--- config.mk ---
export PLATFORM = sky130hd
export DESIGN_NAME = sscd_dispatcher
export DESIGN_NICKNAME = d
export VERILOG_FILES = /design/src/rtl/sscd_pkg.sv /design/src/rtl/sscd_sync2.sv /design/src/rtl/sscd_dispatcher.sv
export SDC_FILE = /design/constraint.sdc
export NUM_CORES = 1
export LEC_CHECK = 0
export ABC_AREA = 1
export BUFFER_PORTS_ARGS = -buffer_cell sky130_fd_sc_hd__buf_2
export CAP_MARGIN = 20
export CORE_MARGIN = 2
export CORE_UTILIZATION = 40
export DETAILED_ROUTE_END_ITERATION = 12
export HOLD_SLACK_MARGIN = 0.12
export SETUP_SLACK_MARGIN = 0.15
export SYNTH_ARGS = -nofsm -noshare
export SYNTH_HDL_FRONTEND = slang
export SYNTH_SLANG_ARGS = --single-unit
--- constraint.sdc ---
create_clock -name pclk -period 2.8 [get_ports pclk]
set_clock_uncertainty 0.15 [all_clocks]
set_input_delay 0.14 -clock pclk [delete_from_list [all_inputs] [get_ports pclk]]
set_output_delay 0.14 -clock pclk [all_outputs]
set_load 0.01 [all_outputs]
--- src/rtl/sscd_pkg.sv ---
// package: constants and carriers for the supervisory call dispatcher
// Functional notes
// (RQ1) Opcode 00h executed by the CPU enters the supervisory routine.
// (RQ2) Accumulator code selects boot, read, write, erase, full erase, table, checksum.
// (RQ3) An undefined function code halts the CPU.
// (RQ4) Caller provides free stack space for each function.
// (RQ5) Caller sets up the parameter block at SRAM F8h to FFh.
// (RQ6) Caller loads first_key with 3Ah before any call.
// (RQ7) Caller loads second_key with stack pointer at the call plus three.
// (RQ8) Both keys are checked; a mismatch halts, except for boot reset.
// (RQ9) Return code in first_key: 00h ok, 01h protected, 02h soft reset, 03h fatal.
// (RQ10) Checksum and table read return data in first_key, not a code.
// (RQ11) Full erase does erase, program zeros, erase on every macro.
// (RQ12) Then a second loop erases and zero-programs each protection block.
// (RQ13) Hardware reset runs boot reset; code 00h does too; no parameter block used.
// (RQ14) A bad key with a nonzero code halts instead of running boot reset.
// (RQ15) Boot reset checks calibration data with a 16-bit checksum before release.
// (RQ16) Block read copies 64 contiguous flash bytes of block_number into SRAM.
// (RQ17) Read protected block: accumulator and second_key 00h, first_key 01h.
// (RQ18) Block read stores bytes from the address held at 0,FBh upward.
// (RQ19) Successful block read leaves accumulator, first_key, second_key at 00h.
// (RQ20) External controller enters serial programming mode and queues flash functions.
// (RQ21) The supervisory ROM lives in a space apart from user program memory.
// (RQ22) After a non-halting function the CPU resumes after the call.
package sscd_pkg;
  localparam logic [7:0] SSC_OPCODE = 8'h00;
  // function codes
  localparam logic [7:0] FN_BOOT = 8'h00;
  localparam logic [7:0] FN_READ = 8'h01;
  localparam logic [7:0] FN_WRITE = 8'h02;
  localparam logic [7:0] FN_ERASE = 8'h03;
  localparam logic [7:0] FN_ERASE_ALL = 8'h05;
  localparam logic [7:0] FN_TABLE = 8'h06;
  localparam logic [7:0] FN_CHECKSUM = 8'h07;
  // parameter block in SRAM bank 0
  localparam logic [7:0] PB_FIRST_KEY = 8'hF8;
  localparam logic [7:0] PB_SECOND_KEY = 8'hF9;
  localparam logic [7:0] FIRST_KEY_VALUE = 8'h3A;
  localparam logic [7:0] SECOND_KEY_SP_OFFSET = 8'h03;
  // return codes
  localparam logic [7:0] RC_OK = 8'h00;
  localparam logic [7:0] RC_PROT = 8'h01;
  localparam logic [7:0] RC_SWRST = 8'h02;
  localparam logic [7:0] RC_FATAL = 8'h03;
  // flash geometry and auxiliary rows
  localparam int FLASH_AW = 13;
  localparam logic [5:0] BLOCK_LAST = 6'h3F;
  localparam logic [5:0] CAL_LAST = 6'h3F;
  localparam logic [5:0] TABLE_LAST = 6'h00;
  localparam logic [12:0] PROT_BASE = 13'h0000;
  localparam logic [12:0] CAL_BASE = 13'h0040;
  localparam logic [12:0] TABLE_BASE = 13'h0080;
  localparam logic [1:0] NUM_MACROS_M1 = 2'h0;
  // protection levels
  localparam logic [1:0] PROT_READ = 2'h1;
  localparam logic [1:0] PROT_EXT_WR = 2'h2;
  localparam logic [1:0] PROT_INT_WR = 2'h3;
  // apb register map
  localparam logic [11:0] REG_QUEUE = 12'h000;
  localparam logic [11:0] REG_STATUS = 12'h004;
  localparam logic [11:0] REG_CAL_SUM = 12'h008;
  localparam logic [11:0] REG_RESULT = 12'h00C;
  localparam logic [15:0] CAL_SUM_RESET = 16'h0000;

  typedef enum logic [2:0] {
    FOP_NONE = 3'b000,
    FOP_ERASE = 3'b001,
    FOP_PROG_ZERO = 3'b010,
    FOP_PROT_ERASE = 3'b011,
    FOP_PROT_ZERO = 3'b100,
    FOP_ROW_ERASE = 3'b101,
    FOP_ROW_WRITE = 3'b110
  } sscd_fop_e;

  typedef struct packed {
    sscd_fop_e op;
    logic [1:0] macro;
    logic [6:0] block;
    logic [7:0] ptr;
  } sscd_fop_s;

  typedef struct packed {
    logic [7:0] addr;
    logic [7:0] wdata;
    logic we;
    logic re;
  } sscd_sram_s;
endpackage

--- src/rtl/sscd_sync2.sv ---
// two flip-flop synchroniser for pin inputs
`timescale 1ns/1ps
module sscd_sync2 #(
  parameter int W = 1
) (
  // clock and reset
  input wire logic pclk,
  input wire logic presetn,
  // data
  input wire logic [W-1:0] d,
  output logic [W-1:0] q
);
  logic [W-1:0] meta;

  always_ff @(posedge pclk or negedge presetn) begin
    if (!presetn) begin
      meta <= '0;
      q <= '0;
    end else begin
      meta <= d;
      q <= meta;
    end
  end
endmodule // sscd_sync2

--- src/rtl/sscd_dispatcher.sv ---
// supervisory call dispatcher: call decode, key check and flash sequences
//
// The register offsets and register access over APB were chosen for this implementation.
`timescale 1ns/1ps
module sscd_dispatcher (
  // clock and reset
  input wire logic pclk,
  input wire logic presetn,
  // apb slave
  input wire logic psel,
  input wire logic penable,
  input wire logic pwrite,
  input wire logic [11:0] paddr,
  input wire logic [31:0] pwdata,
  output logic [31:0] prdata,
  output logic pready,
  output logic pslverr,
  // cpu core
  input wire logic cpu_exec,
  input wire logic [7:0] cpu_opcode,
  input wire logic [7:0] cpu_acc,
  input wire logic [7:0] cpu_sp,
  output logic cpu_hold,
  output logic cpu_halt,
  output logic cpu_resume,
  output logic acc_clear,
  output logic supervisory_rom_space,
  // sram port, read data valid in the same cycle as re
  output sscd_pkg::sscd_sram_s sram,
  input wire logic [7:0] sram_rdata,
  // flash read port, data valid in the same cycle as re
  output logic [12:0] flash_addr,
  output logic flash_aux,
  output logic flash_re,
  input wire logic [7:0] flash_rdata,
  // flash operation sequencer
  output sscd_pkg::sscd_fop_s fop,
  output logic fop_req,
  input wire logic fop_done,
  // serial programming pins
  input wire logic serial_prog_pin_a,
  input wire logic serial_prog_pin_b
);
  import sscd_pkg::*;

  typedef enum logic [3:0] {
    ST_IDLE = 4'b0000,
    ST_SUM_RD = 4'b0001,
    ST_SUM_ACC = 4'b0010,
    ST_PRM_RD = 4'b0011,
    ST_PRM_CAP = 4'b0100,
    ST_DISPATCH = 4'b0101,
    ST_PROT_RD = 4'b0110,
    ST_PROT_CHK = 4'b0111,
    ST_COPY_RD = 4'b1000,
    ST_COPY_WR = 4'b1001,
    ST_FOP = 4'b1010,
    ST_RET = 4'b1011,
    ST_HALT = 4'b1100
  } sscd_state_e;

  sscd_state_e state;
  logic [1:0] pins_s;
  logic prog_mode;
  logic boot_pend;
  logic hw_boot;
  logic ext;
  logic [7:0] fn;
  logic [7:0] call_sp;
  logic [7:0] prm [4];
  logic [1:0] pidx;
  logic [5:0] cnt;
  logic [5:0] sum_last;
  logic [12:0] sum_base;
  logic sum_aux;
  logic [15:0] sum;
  logic [15:0] next_sum;
  logic [2:0] step;
  logic [1:0] macro;
  logic [7:0] ret_first_key;
  logic ret_k1_en;
  logic ret_k2_en;
  logic ret_halt;
  logic ret_step;
  logic [15:0] cal_sum;
  logic [7:0] last_result;
  logic cpu_call;
  logic wr_queue;
  logic [7:0] start_code;
  logic keys_ok;
  logic [1:0] prot_lvl;
  logic forbid;
  logic [12:0] blk_addr;
  logic apb_wr;

  //////////////////////////////////////////////////////////////////////
  // pins and decode

  sscd_sync2 #(.W(2)) i_sscd_sync2 (
    .pclk(pclk),
    .presetn(presetn),
    .d({serial_prog_pin_a, serial_prog_pin_b}),
    .q(pins_s)
  );

  // (RQ20) programming mode entry
  always_ff @(posedge pclk or negedge presetn) begin
    if (!presetn) begin
      prog_mode <= 1'b0;
    end else begin
      prog_mode <= pins_s[1] & ~pins_s[0];
    end
  end

  // (RQ1) supervisory opcode decode
  assign cpu_call = cpu_exec && (cpu_opcode == SSC_OPCODE) && (state == ST_IDLE);
  assign apb_wr = psel && penable && pwrite;
  // (RQ20) test queue entry
  assign wr_queue = apb_wr && (paddr == REG_QUEUE) && prog_mode && (state == ST_IDLE);
  assign start_code = cpu_call ? cpu_acc : pwdata[7:0];
  // (RQ8) both keys compared
  assign keys_ok = (prm[0] == FIRST_KEY_VALUE) && (prm[1] == 8'(call_sp + SECOND_KEY_SP_OFFSET));
  assign next_sum = sum + {8'h00, flash_rdata};
  assign blk_addr = {prm[2][6:0], 6'h00};
  assign prot_lvl = 2'(flash_rdata >> {prm[2][1:0], 1'b0});

  // read blocked by read protection; writes by internal or external lockout
  always_comb begin
    if (fn == FN_READ) begin
      forbid = (prot_lvl == PROT_READ) || (prot_lvl == PROT_INT_WR);
    end else if (ext) begin
      forbid = (prot_lvl == PROT_EXT_WR) || (prot_lvl == PROT_INT_WR);
    end else begin
      forbid = (prot_lvl == PROT_INT_WR);
    end
  end

  // (RQ11) full erase step order
  function automatic sscd_fop_e step_op(input logic [2:0] s);
    unique case (s)
      3'd0: step_op = FOP_ERASE;
      3'd1: step_op = FOP_PROG_ZERO;
      3'd2: step_op = FOP_ERASE;
      3'd3: step_op = FOP_PROT_ERASE;
      3'd4: step_op = FOP_PROT_ZERO;
      default: step_op = FOP_NONE;
    endcase
  endfunction

  //////////////////////////////////////////////////////////////////////
  // sequencer

  always_ff @(posedge pclk or negedge presetn) begin
    if (!presetn) begin
      state <= ST_IDLE;
      // (RQ13) hardware reset runs boot
      boot_pend <= 1'b1;
      hw_boot <= 1'b0;
      ext <= 1'b0;
      fn <= FN_BOOT;
      call_sp <= 8'h00;
      prm <= '{default: 8'h00};
      pidx <= 2'd0;
      cnt <= 6'd0;
      sum_last <= 6'd0;
      sum_base <= 13'h0000;
      sum_aux <= 1'b0;
      sum <= 16'h0000;
      step <= 3'd0;
      macro <= 2'd0;
      ret_first_key <= RC_OK;
      ret_k1_en <= 1'b0;
      ret_k2_en <= 1'b0;
      ret_halt <= 1'b0;
      ret_step <= 1'b0;
      last_result <= 8'h00;
      sram <= '0;
      flash_addr <= 13'h0000;
      flash_aux <= 1'b0;
      flash_re <= 1'b0;
      cpu_resume <= 1'b0;
      acc_clear <= 1'b0;
    end else begin
      sram.we <= 1'b0;
      sram.re <= 1'b0;
      flash_re <= 1'b0;
      cpu_resume <= 1'b0;
      acc_clear <= 1'b0;
      unique case (state)
        ST_IDLE: begin
          if (boot_pend || cpu_call || wr_queue) begin
            boot_pend <= 1'b0;
            hw_boot <= boot_pend;
            ext <= !boot_pend && !cpu_call;
            fn <= boot_pend ? FN_BOOT : start_code;
            call_sp <= cpu_sp;
            cnt <= 6'd0;
            sum <= 16'h0000;
            pidx <= 2'd0;
            // (RQ13) boot ignores the parameter block
            if (boot_pend || start_code == FN_BOOT) begin
              sum_base <= CAL_BASE;
              sum_aux <= 1'b1;
              sum_last <= CAL_LAST;
              state <= ST_SUM_RD;
            end else begin
              state <= ST_PRM_RD;
            end
          end
        end
        ST_SUM_RD: begin
          flash_re <= 1'b1;
          flash_aux <= sum_aux;
          flash_addr <= sum_base + {7'h00, cnt};
          state <= ST_SUM_ACC;
        end
        ST_SUM_ACC: begin
          sum <= next_sum;
          cnt <= cnt + 6'd1;
          state <= ST_SUM_RD;
          if (cnt == sum_last) begin
            state <= ST_RET;
            ret_k2_en <= 1'b0;
            ret_k1_en <= 1'b1;
            ret_halt <= 1'b0;
            if (fn == FN_BOOT) begin
              ret_k1_en <= !hw_boot;
              // (RQ15) calibration checksum gate
              if (next_sum == cal_sum) begin
                ret_first_key <= hw_boot ? RC_OK : RC_SWRST;
              end else begin
                ret_first_key <= RC_FATAL;
                ret_halt <= 1'b1;
              end
            end else begin
              // (RQ10) data instead of code
              ret_first_key <= next_sum[7:0];
            end
          end
        end
        ST_PRM_RD: begin
          sram.re <= 1'b1;
          sram.addr <= PB_FIRST_KEY + {6'h00, pidx};
          state <= ST_PRM_CAP;
        end
        ST_PRM_CAP: begin
          prm[pidx] <= sram_rdata;
          pidx <= pidx + 2'd1;
          state <= (pidx == 2'd3) ? ST_DISPATCH : ST_PRM_RD;
        end
        ST_DISPATCH: begin
          cnt <= 6'd0;
          // (RQ14) bad key with a nonzero code halts
          if (!keys_ok) begin
            state <= ST_HALT;
          end else begin
            // (RQ2) function decode
            unique case (fn)
              FN_READ, FN_WRITE, FN_ERASE: state <= ST_PROT_RD;
              FN_ERASE_ALL: begin
                step <= 3'd0;
                macro <= NUM_MACROS_M1;
                state <= ST_FOP;
              end
              FN_TABLE: begin
                sum_base <= TABLE_BASE + {6'h00, prm[2][6:0]};
                sum_aux <= 1'b1;
                sum_last <= TABLE_LAST;
                state <= ST_SUM_RD;
              end
              FN_CHECKSUM: begin
                sum_base <= blk_addr;
                sum_aux <= 1'b0;
                sum_last <= BLOCK_LAST;
                state <= ST_SUM_RD;
              end
              // (RQ3) undefined code halts
              default: state <= ST_HALT;
            endcase
          end
        end
        ST_PROT_RD: begin
          flash_re <= 1'b1;
          flash_aux <= 1'b1;
          flash_addr <= PROT_BASE + {7'h00, prm[2][7:2]};
          state <= ST_PROT_CHK;
        end
        ST_PROT_CHK: begin
          ret_k1_en <= 1'b1;
          ret_k2_en <= 1'b1;
          ret_halt <= 1'b0;
          ret_first_key <= RC_OK;
          if (forbid) begin
            // (RQ17) protected block exit
            ret_first_key <= RC_PROT;
            state <= ST_RET;
          end else if (fn == FN_READ) begin
            state <= ST_COPY_RD;
          end else begin
            step <= 3'd7;
            state <= ST_FOP;
          end
        end
        ST_COPY_RD: begin
          // (RQ16) 64 contiguous bytes
          flash_re <= 1'b1;
          flash_aux <= 1'b0;
          flash_addr <= blk_addr + {7'h00, cnt};
          state <= ST_COPY_WR;
        end
        ST_COPY_WR: begin
          // (RQ18) destination from pointer
          sram.we <= 1'b1;
          sram.addr <= prm[3] + {2'b00, cnt};
          sram.wdata <= flash_rdata;
          cnt <= cnt + 6'd1;
          state <= (cnt == BLOCK_LAST) ? ST_RET : ST_COPY_RD;
        end
        ST_FOP: begin
          if (fop_done) begin
            ret_first_key <= RC_OK;
            ret_k1_en <= 1'b1;
            ret_k2_en <= 1'b1;
            ret_halt <= 1'b0;
            if (fn != FN_ERASE_ALL) begin
              state <= ST_RET;
            end else if (step == 3'd2) begin
              // (RQ11) next lower macro
              step <= (macro == 2'd0) ? 3'd3 : 3'd0;
              macro <= (macro == 2'd0) ? NUM_MACROS_M1 : macro - 2'd1;
            end else if (step == 3'd4) begin
              // (RQ12) protection loop
              step <= 3'd3;
              macro <= macro - 2'd1;
              if (macro == 2'd0) begin
                state <= ST_RET;
              end
            end else begin
              step <= step + 3'd1;
            end
          end
        end
        ST_RET: begin
          ret_step <= ~ret_step;
          if (!ret_step) begin
            // (RQ9) return code to first key
            sram.we <= ret_k1_en;
            sram.addr <= PB_FIRST_KEY;
            sram.wdata <= ret_first_key;
            last_result <= ret_first_key;
          end else begin
            // (RQ19) second key cleared
            sram.we <= ret_k2_en;
            sram.addr <= PB_SECOND_KEY;
            sram.wdata <= 8'h00;
            if (ret_halt) begin
              state <= ST_HALT;
            end else begin
              // (RQ22) resume after the call
              state <= ST_IDLE;
              cpu_resume <= !ext;
              acc_clear <= !ext && ret_k2_en;
            end
          end
        end
        ST_HALT: state <= ST_HALT;
        default: state <= ST_HALT;
      endcase
    end
  end

  //////////////////////////////////////////////////////////////////////
  // outputs to cpu and flash

  assign cpu_hold = (state != ST_IDLE) || boot_pend;
  assign cpu_halt = (state == ST_HALT);
  // (RQ21) separate rom space select
  assign supervisory_rom_space = (state != ST_IDLE) && (state != ST_HALT);
  assign fop_req = (state == ST_FOP);

  // row operations carry the block and pointer; sequence steps carry the macro
  always_comb begin
    fop.macro = macro;
    fop.block = prm[2][6:0];
    fop.ptr = prm[3];
    if (fn == FN_ERASE_ALL) begin
      fop.op = step_op(step);
    end else if (fn == FN_WRITE) begin
      fop.op = FOP_ROW_WRITE;
    end else begin
      fop.op = FOP_ROW_ERASE;
    end
  end

  //////////////////////////////////////////////////////////////////////
  // apb registers, zero wait states

  assign pready = 1'b1;
  assign pslverr = psel && penable && (paddr != REG_QUEUE) && (paddr != REG_STATUS)
    && (paddr != REG_CAL_SUM) && (paddr != REG_RESULT);

  always_ff @(posedge pclk or negedge presetn) begin
    if (!presetn) begin
      cal_sum <= CAL_SUM_RESET;
    end else if (apb_wr && paddr == REG_CAL_SUM) begin
      cal_sum <= pwdata[15:0];
    end
  end

  // read data sampled in the setup phase, stable through the access phase
  always_ff @(posedge pclk or negedge presetn) begin
    if (!presetn) begin
      prdata <= 32'h0000_0000;
    end else if (psel && !penable) begin
      unique case (paddr)
        REG_STATUS: prdata <= {16'h0000, fn, 4'h0, prog_mode, cpu_halt, cpu_hold, ext};
        REG_CAL_SUM: prdata <= {16'h0000, cal_sum};
        REG_RESULT: prdata <= {sum, 8'h00, last_result};
        default: prdata <= 32'h0000_0000;
      endcase
    end
  end
endmodule // sscd_dispatcher

==> reports/results.txt, run 1 <==
Vias in the first global route: 10068
Cell count after placement: 1985
Maximum level of the CTS H-tree: 1
Synthesized area per cell: 7.76 um^2
Library cell appearing most often on the critical path: sky130_fd_sc_hd__nand2_1
Global-route usage over all layers: 23.8%
Data arrival time of the critical path: 2.79 ns
Antenna diode instance count: 0
Non-Filler Instances: 2125
Overall routed net length: 35100 um
HPWL after detailed placement: 26100 um
Remaining antenna violation count: 0
Leakage component of the power: 0.00732 uW
Yosys warning count: 0
Number of enable-type register cells in the synthesized netlist: 0
Wire length of the first global-routing pass: 54700 um
Total negative slack for setup checks: 0 ns
HP Class: in -> reg
Clock buffer count from CTS: 24
Via count normalized by instance count: 5.05
Upper clock frequency limit: 0.389 GHz
Maximum number of pins on one net before global-route repair: 84
Pwr/cell area: 567 nW/um^2
Worst IR Drop VDD: 332 uV
Setup CP Type: reg -> reg
Total count of hold-check failures in the final report: 0
Root Buffer: sky130_fd_sc_hd__clkbuf_16
Max-capacitance violation count: 0
Endpoint class of the critical path: flop
Number of DRC violations after detailed-routing iteration 0: 785
Main synth FF type: sky130_fd_sc_hd__dfrtp_1
Headroom to the max-slew limit: 52.6%
Mapped Nets: 1579
Number of synthesized register bits: 207
Number of failing setup endpoints in the final timing report: 0
I/O pin total: 186
First-pass detailed-route iteration total: 5
RSZ-0062 raised after global routing: true
Ratio of cells with drive above 1 in the final layout: 20.0%
Routability congestion estimate from global placement: 0.915
Drt drc: 0
Share of the clock period used by the worst path: 91.8%
Final max-slew violation count: 0
Final Net Count: 1855
Count of buffers inserted at the top-level ports: 168
Sequential cell area fraction in the yosys report: 45.9%
GRT overflow: 0
Chip Height: 172 um
Latest clock arrival within the worst-skew pair: 0.52 ns
Proportion of register bits with asynchronous set or reset after synthesis: 100%
CTS tree: yes
Initial core utilization: 40.6%
X dimension of the die: 172 um
Final Instance Area: 14600 um^2
Critical Path RT: 3.02 ns
Vias: 10729
Number of buffers on the longest clock path: 3
Maximum fanout along the worst path: 6
Area added between synthesis and finish: 29.1%
Die ar.: 29600 um^2
TritonCTS sink count: 207
Status: finished clean
Critical Path Start Type: flop
Number of unique standard cell types used by synthesis: 52
Post-synthesis cell area: 11300 um^2
Area of the core: 27800 um^2
Instance area after placement: 12600 um^2
Mean routed wirelength per cell: 16.5 um
Fin crit period: 2.57 ns
CP peak stage delay: 0.43 ns
Worst Max-Slew Pin Slew: 0.711 ns
Cells along the critical path: ha_1, inv_1, nand2_1, nand3_1, nand2_2, nand2_1, nand3_1, nand3_1, nand2_1, nand2_1, nor2_4, nand2_2, nand3_2, o21ai_0
Initial antenna violation count: 0
Number of rows created at floorplan: 61
Cells after synthesis: 1456
CTS clock-pin slew for the worst setup and hold paths: 0.06 ns
Slowest stage cell, crit path: sky130_fd_sc_hd__ha_1
where the power goes:
part	switching [uW]	leakage, uW	internal [uW]
clock network	1270	0.000399	2000
registers	126	0.00245	3100
logic	1120	0.00447	650
area by class of cell:
class | count | area [um^2]
Clock buffer | 32 | 692
Clock inverter | 9 | 125
Fill cell | 2713 | 13200
Inverter | 190 | 713
Multi-Input combinational cell | 1011 | 5270
Sequential cell | 207 | 5180
Tap cell | 378 | 473
Timing Repair Buffer | 298 | 2130
cells in the mapped netlist (all sizes together), types with 2 or more instances:
cell type / count / area share, %
a21oi: 28 / 1.3
a22oi: 7 / 0.47
clkbuf: 26 / 0.86
xnor2: 6 / 0.47
a41oi: 4 / 0.31
a21boi: 2 / 0.13
a221oi: 3 / 0.23
o22ai: 29 / 1.6
o221ai: 3 / 0.23
buf: 23 / 1.6
nor2: 111 / 4.0
nand3b: 3 / 0.20
nor4: 7 / 0.71
nand4: 14 / 0.78
xor2: 13 / 1.0
nand3: 109 / 4.8
a21o: 2 / 0.13
or2: 8 / 0.44
inv: 189 / 6.3
ha: 27 / 3.0
fa: 3 / 0.53
o211ai: 8 / 0.53
nor3: 18 / 0.89
dfrtp: 206 / 46
o31ai: 15 / 1.0
nand2: 440 / 15
a31oi: 2 / 0.11
o21a: 2 / 0.13
o21ai: 141 / 6.8
cell families (layout without fill, tap and decap cells):
| kind of cell | count (synthesis) | in the layout | share of synthesized area (%) |
|---|---|---|---|
| simple gates | 712 | 713 | 27.2 |
| compound gates | 248 | 248 | 13.1 |
| buf+inv | 239 | 529 | 8.79 |
| flops | 207 | 207 | 45.9 |
| fa+ha+maj | 30 | 30 | 3.52 |
| xor+xnor | 19 | 19 | 1.47 |
| other cells | 1 | 1 | 0.0332 |
state kept, by name, indices dropped and copies added (netlist names), 3 cells and up:
register       count
sum               16
prdata            32
cal_sum           16
fn                 8
step               3
ret_first_key      8
call_sp            8
sram              18
sum_base          13
state              4
flash_addr        13
last_result        8
fop               15
prm               17
cnt                6
per-layer routing:
layer / track usage (%) / share of wire, %
met2: 36.0 / 43
met4: 5.37 / 1.8
met1: 36.2 / 49
met5: 0 / 0
met3: 2.88 / 6.6
final timing paths:
kind / start / endpoint / slack (ns) / cells past startpoint
max in group asynchronous: presetn / flash_addr[4]$_DFFE_PN0P_ / 1.49 / 4
setup reg to reg: sum[2]$_DFFE_PN0P_ / ret_halt$_DFFE_PN0P_ / 0.23 / 14
hold reg to reg: i_sscd_sync2.meta[1]$_DFF_PN0_ / i_sscd_sync2.q[1]$_DFF_PN0_ / 0.20 / 0
hold / removal: cpu_opcode[2] / fn[4]$_DFFE_PN0P_ / 0.09 / 5
setup / recovery: sum[2]$_DFFE_PN0P_ / ret_halt$_DFFE_PN0P_ / 0.23 / 14
min in group asynchronous: presetn / cal_sum[13]$_DFFE_PN0P_ / 0.56 / 4
worst max-delay path, delay by kind of cell (launching register included):
kind                     cells  cell delay (ns)
buffers and inverters        1             0.10
AND/OR/NAND/NOR             11             1.25
flip-flops                   1             0.40
AO/OA/AOI/OAI                1             0.08
adder cells (fa/ha/maj)      1             0.43
stage by stage:
step	power (uW)	setup WS (ns)	hold slack, ns	utilization [%]
2_1_floorplan	4280	0.474	-0.306	-
3_3_place_gp	4820	0.102	-0.0223	45.4
3_5_place_dp	4840	0.0291	-0.0161	45.4
4_1_cts	8220	0.153	0.124	51.7
5_1_grt	8680	0.0837	0.139	52.5
6_report	8270	0.230	0.0949	52.5
placed cells by master (no fill, tap or decap), drive strengths merged, types with 6 or more instances in the layout:
master / synthesis / routed
ha: 27 / 27
xnor2: 6 / 6
nand2: 440 / 441
o22ai: 29 / 29
dlygate4sd3: 0 / 89
or2: 8 / 8
nor3: 18 / 18
xor2: 13 / 13
o21ai: 141 / 141
a22oi: 7 / 7
o211ai: 8 / 8
nand3: 109 / 109
o31ai: 15 / 15
inv: 189 / 189
clkbuf: 26 / 33
nand4: 14 / 14
nor2: 111 / 111
a21oi: 28 / 28
nor4: 7 / 7
dfrtp: 206 / 206
buf: 23 / 208
timing repair:
action                                 CTS  global route
endpoints found under the hold margin  306             0
resized for setup                        6            32
setup buffers                            0             7
pin swaps                                1             9
cloned                                   0             1
setup endpoints to repair                3            23
hold buffers                            90             0
Power figures use the tool's default switching activity.
==> run 2: changes to the inputs <==
- SYNTH_HIERARCHICAL: unset -> 1
==> reports/results.txt, run 2 <==
Setup CP Type: reg -> reg
Leading cell type by number of instances after synthesis: sky130_fd_sc_hd__nand2_1
Yosys warning count: 6 (+6)
Number of enable-type register cells in the synthesized netlist: 0 (unchanged)
I/O pin total: 186 (unchanged)
Share of the clock period used by the worst path: 91.8% (about the same)
Maximum number of pins on one net before global-route repair: 59 (-30%)
Sequential cell area fraction in the yosys report: 46.1% (+0.26 points)
Worst R2R Start: sum[0]$_DFFE_PN0P_
Routability congestion estimate from global placement: 0.923 (+0.85%)
Initial core utilization: 40.5% (-0.11 points)
Flip-flop count of the largest register, all copies and words added: 32 (unchanged)
Number of unique standard cell types used by synthesis: 54 (+3.8%)
Clock buffer count from CTS: 24 (unchanged)
Final Net Count: 1829 (-1.4%)
Most common cell after layout, fill and taps aside: sky130_fd_sc_hd__nand2_1
Root Buffer: sky130_fd_sc_hd__clkbuf_16
Maximum level of the CTS H-tree: 1 (unchanged)
Register-to-Register Path Depth: 16 (+2)
Post-synthesis cell area: 11200 um^2 (-0.55%)
Remaining antenna violation count: 0 (unchanged)
Area leader, netlist: sky130_fd_sc_hd__dfrtp_1
Overall routed net length: 34100 um (-2.9%)
Placement-stage worst setup slack: 0.0692 ns (+0.0401 ns)
Data arrival time of the critical path: 2.82 ns (+0.03 ns)
Wire length of the first global-routing pass: 53800 um (-1.7%)
Latest clock arrival within the worst-skew pair: 0.52 ns (about the same)
Ratio of cells with drive above 1 in the final layout: 17.6% (-2.4 points)
HP Class: in -> async
Endpoint class of the critical path: flop
Final max-slew violation count: 0 (unchanged)
WHS: 0.127 ns (+0.0318 ns)
Critical Path Start Type: flop
Flop-to-flop setup slack: 0.23 ns (about the same)
Number of failing setup endpoints in the final timing report: 0 (unchanged)
HPWL after detailed placement: 25300 um (-3.0%)
Initial antenna violation count: 0 (unchanged)
Main synth FF type: sky130_fd_sc_hd__dfrtp_1
Headroom to the max-slew limit: 54.4% (+1.7 points)
Number of DRC violations after detailed-routing iteration 0: 669 (-15%)
RSZ-0062 raised after global routing: true
Worst Max-Slew Pin Slew: 0.667 ns (-0.0432 ns)
Share of Yosys cell area claimed by the top area cell type: 45.9% (+0.25 points)
Worst Slack Setup Final: 0.229 ns (-0.000949 ns)
Ranking of synthesized cells by instance count: 431 x sky130_fd_sc_hd__nand2_1, 206 x sky130_fd_sc_hd__dfrtp_1, 182 x sky130_fd_sc_hd__inv_1
X dimension of the die: 172 um (-0.27%)
CTS clock-pin slew for the worst setup and hold paths: 0.06 ns (about the same)
Via count normalized by instance count: 5.07 (+0.35%)
Count of buffers inserted at the top-level ports: 168 (unchanged)
Maximum fanout along the worst path: 4 (-2)
CTS tree: yes
Area added between synthesis and finish: 26.4%
Cell count after placement: 1986 (+0.050%)
Cells after synthesis: 1459 (+0.21%)
Leakage component of the power: 0.00724 uW (-1.2%)
Endpoint of the worst setup timing path: ret_halt$_DFFE_PN0P_
Register ranked first by flip-flop count: prdata
Total negative slack for setup checks: 0 ns (unchanged)
Synthesized area per cell: 7.70 um^2 (-0.76%)
Chip Height: 172 um (-0.27%)
Mapped Nets: 1582 (+0.19%)
Die ar.: 29400 um^2 (-0.55%)
Vias: 10650 (-0.74%)
Ranking of synthesized cells by area: sky130_fd_sc_hd__dfrtp_1 46%, sky130_fd_sc_hd__nand2_1 14%, sky130_fd_sc_hd__inv_1 6.1%
Crit. Startpoint: sum[0]$_DFFE_PN0P_
Proportion of register bits with asynchronous set or reset after synthesis: 100% (unchanged)
Area of the core: 27700 um^2 (-0.27%)
First-pass detailed-route iteration total: 5 (unchanged)
GRT overflow: 0 (unchanged)
Antenna diode instance count: 0 (unchanged)
Max-capacitance violation count: 0 (unchanged)
Drt drc: 0 (unchanged)
Global-route usage over all layers: 23.3% (-0.44 points)
Number of synthesized register bits: 207 (unchanged)
TritonCTS sink count: 207 (unchanged)
Total count of hold-check failures in the final report: 0 (unchanged)
Mean routed wirelength per cell: 16.2 um (-1.9%)
Number of rows created at floorplan: 61 (unchanged)
Number of buffers on the longest clock path: 3 (unchanged)
Non-Filler Instances: 2102 (-1.1%)
Pwr/cell area: 899 nW/um^2 (+59%)
Fin crit period: 2.57 ns (+0.000949 ns)
Terminus of the critical flop-to-flop path: ret_halt$_DFFE_PN0P_
Critical Path RT: 3.05 ns (+0.03 ns)
Upper clock frequency limit: 0.389 GHz (about the same)
Worst IR Drop VDD: 417 uV (+26%)
Final cell utilization of the core: 51.2% (-1.3 points)
Largest registers in the final layout: prdata x32, sram x18, prm x17
Highest-count cells in the layout ignoring fill and taps: 421 x sky130_fd_sc_hd__nand2_1, 205 x sky130_fd_sc_hd__dfrtp_1, 179 x sky130_fd_sc_hd__inv_1
Vias in the first global route: 10193 (+1.2%)
Status: finished clean
## run 2: cell count changes in the layout (fill, tap and decap cells not counted), sizes merged, moves of 5 or more
| cell | delta |
|---|---|
| a21oi | +14 |
| nor2 | +9 |
| nand3 | +10 |
| buf | -8 |
| dlygate4sd3 | -26 |
| o211ai | -5 |
| o21ai | -22 |
| nand4 | -5 |
## run 2: per-stage QoR
| stage | total power (uW) | area, um^2 |
|---|---|---|
| after floorplan | 7670 | 11200 |
| after global placement | 9060 | 12500 |
| after detailed placement | 9150 | 12500 |
| after CTS | 12600 | 14100 |
| after global routing | 13700 | 14200 |
| final | 12800 | 14200 |
## run 2: worst min-delay path by stage
stage,start,endpoint,slack [ns],cells past startpoint
floorplan,presetn,acc_clear$_DFF_PN0_,-0.31,0
global placement,presetn,call_sp[0]$_DFFE_PN0P_,-0.007,1
detailed placement,presetn,prm[24]$_DFFE_PN0P_,-0.01,1
CTS,presetn,prm[24]$_DFFE_PN0P_,0.12,3
global route,presetn,prm[24]$_DFFE_PN0P_,0.13,3
finish,presetn,prm[24]$_DFFE_PN0P_,0.13,3
## run 2: power breakdown
part           internal, uW  switching (uW)
clock                  2090            1250
sequential             3760             606
combinational          1900            3160
## run 2: final cells by class
class	count	area, um^2
tap	378	473
inverter	189	709
sequential	207	5180
fill	2727	13500
clock inverter	8	115
multi-input combinational	1020	5200
timing repair buffer	264	1770
clock buffer	36	737
## run 2: repair_timing
item,4_1_cts,5_1_grt
hold buffers,64,0
endpoints found under the setup margin,9,27
buffers inserted,0,5
gates resized for setup,6,27
pin swaps,0,16
endpoints found under the hold margin,309,0
cloned,0,3
## run 2: cells by family (layout without fill, tap and decap cells)
group	count (synthesis)	after routing	synth area share, %
AO/OA/AOI/OAI	250	250	13.2
flip-flops	207	207	46.1
buffers and inverters	235	497	8.59
adder cells (fa/ha/maj)	30	30	3.54
AND/OR/NAND/NOR	716	719	26.8
other	1	1	0.0334
XOR/XNOR	20	20	1.68
## run 2: metal layers
metal  GRT usage (%)  routed length, um  vias up
met5               0                  0        -
met1            30.7              15000     5065
met3            3.20               1680       53
met4            6.89               1010        0
li1                -                  -     5243
met2            40.0              16300      289
## run 2: worst max-delay path: stages (launching register included)
cell,delay (ns)
sky130_fd_sc_hd__dfrtp_1,0.35
sky130_fd_sc_hd__ha_2,0.20
sky130_fd_sc_hd__inv_2,0.04
sky130_fd_sc_hd__fa_2,0.62
sky130_fd_sc_hd__inv_2,0.05
sky130_fd_sc_hd__nand2_2,0.04
sky130_fd_sc_hd__nand4_1,0.09
sky130_fd_sc_hd__nor2_1,0.13
sky130_fd_sc_hd__nand2_1,0.07
sky130_fd_sc_hd__nor2_1,0.08
sky130_fd_sc_hd__nand2_1,0.07
sky130_fd_sc_hd__nor2_1,0.10
sky130_fd_sc_hd__nand3_1,0.10
sky130_fd_sc_hd__nor2_2,0.16
sky130_fd_sc_hd__nand2_1,0.09
sky130_fd_sc_hd__nand2_2,0.07
sky130_fd_sc_hd__o21ai_1,0.05
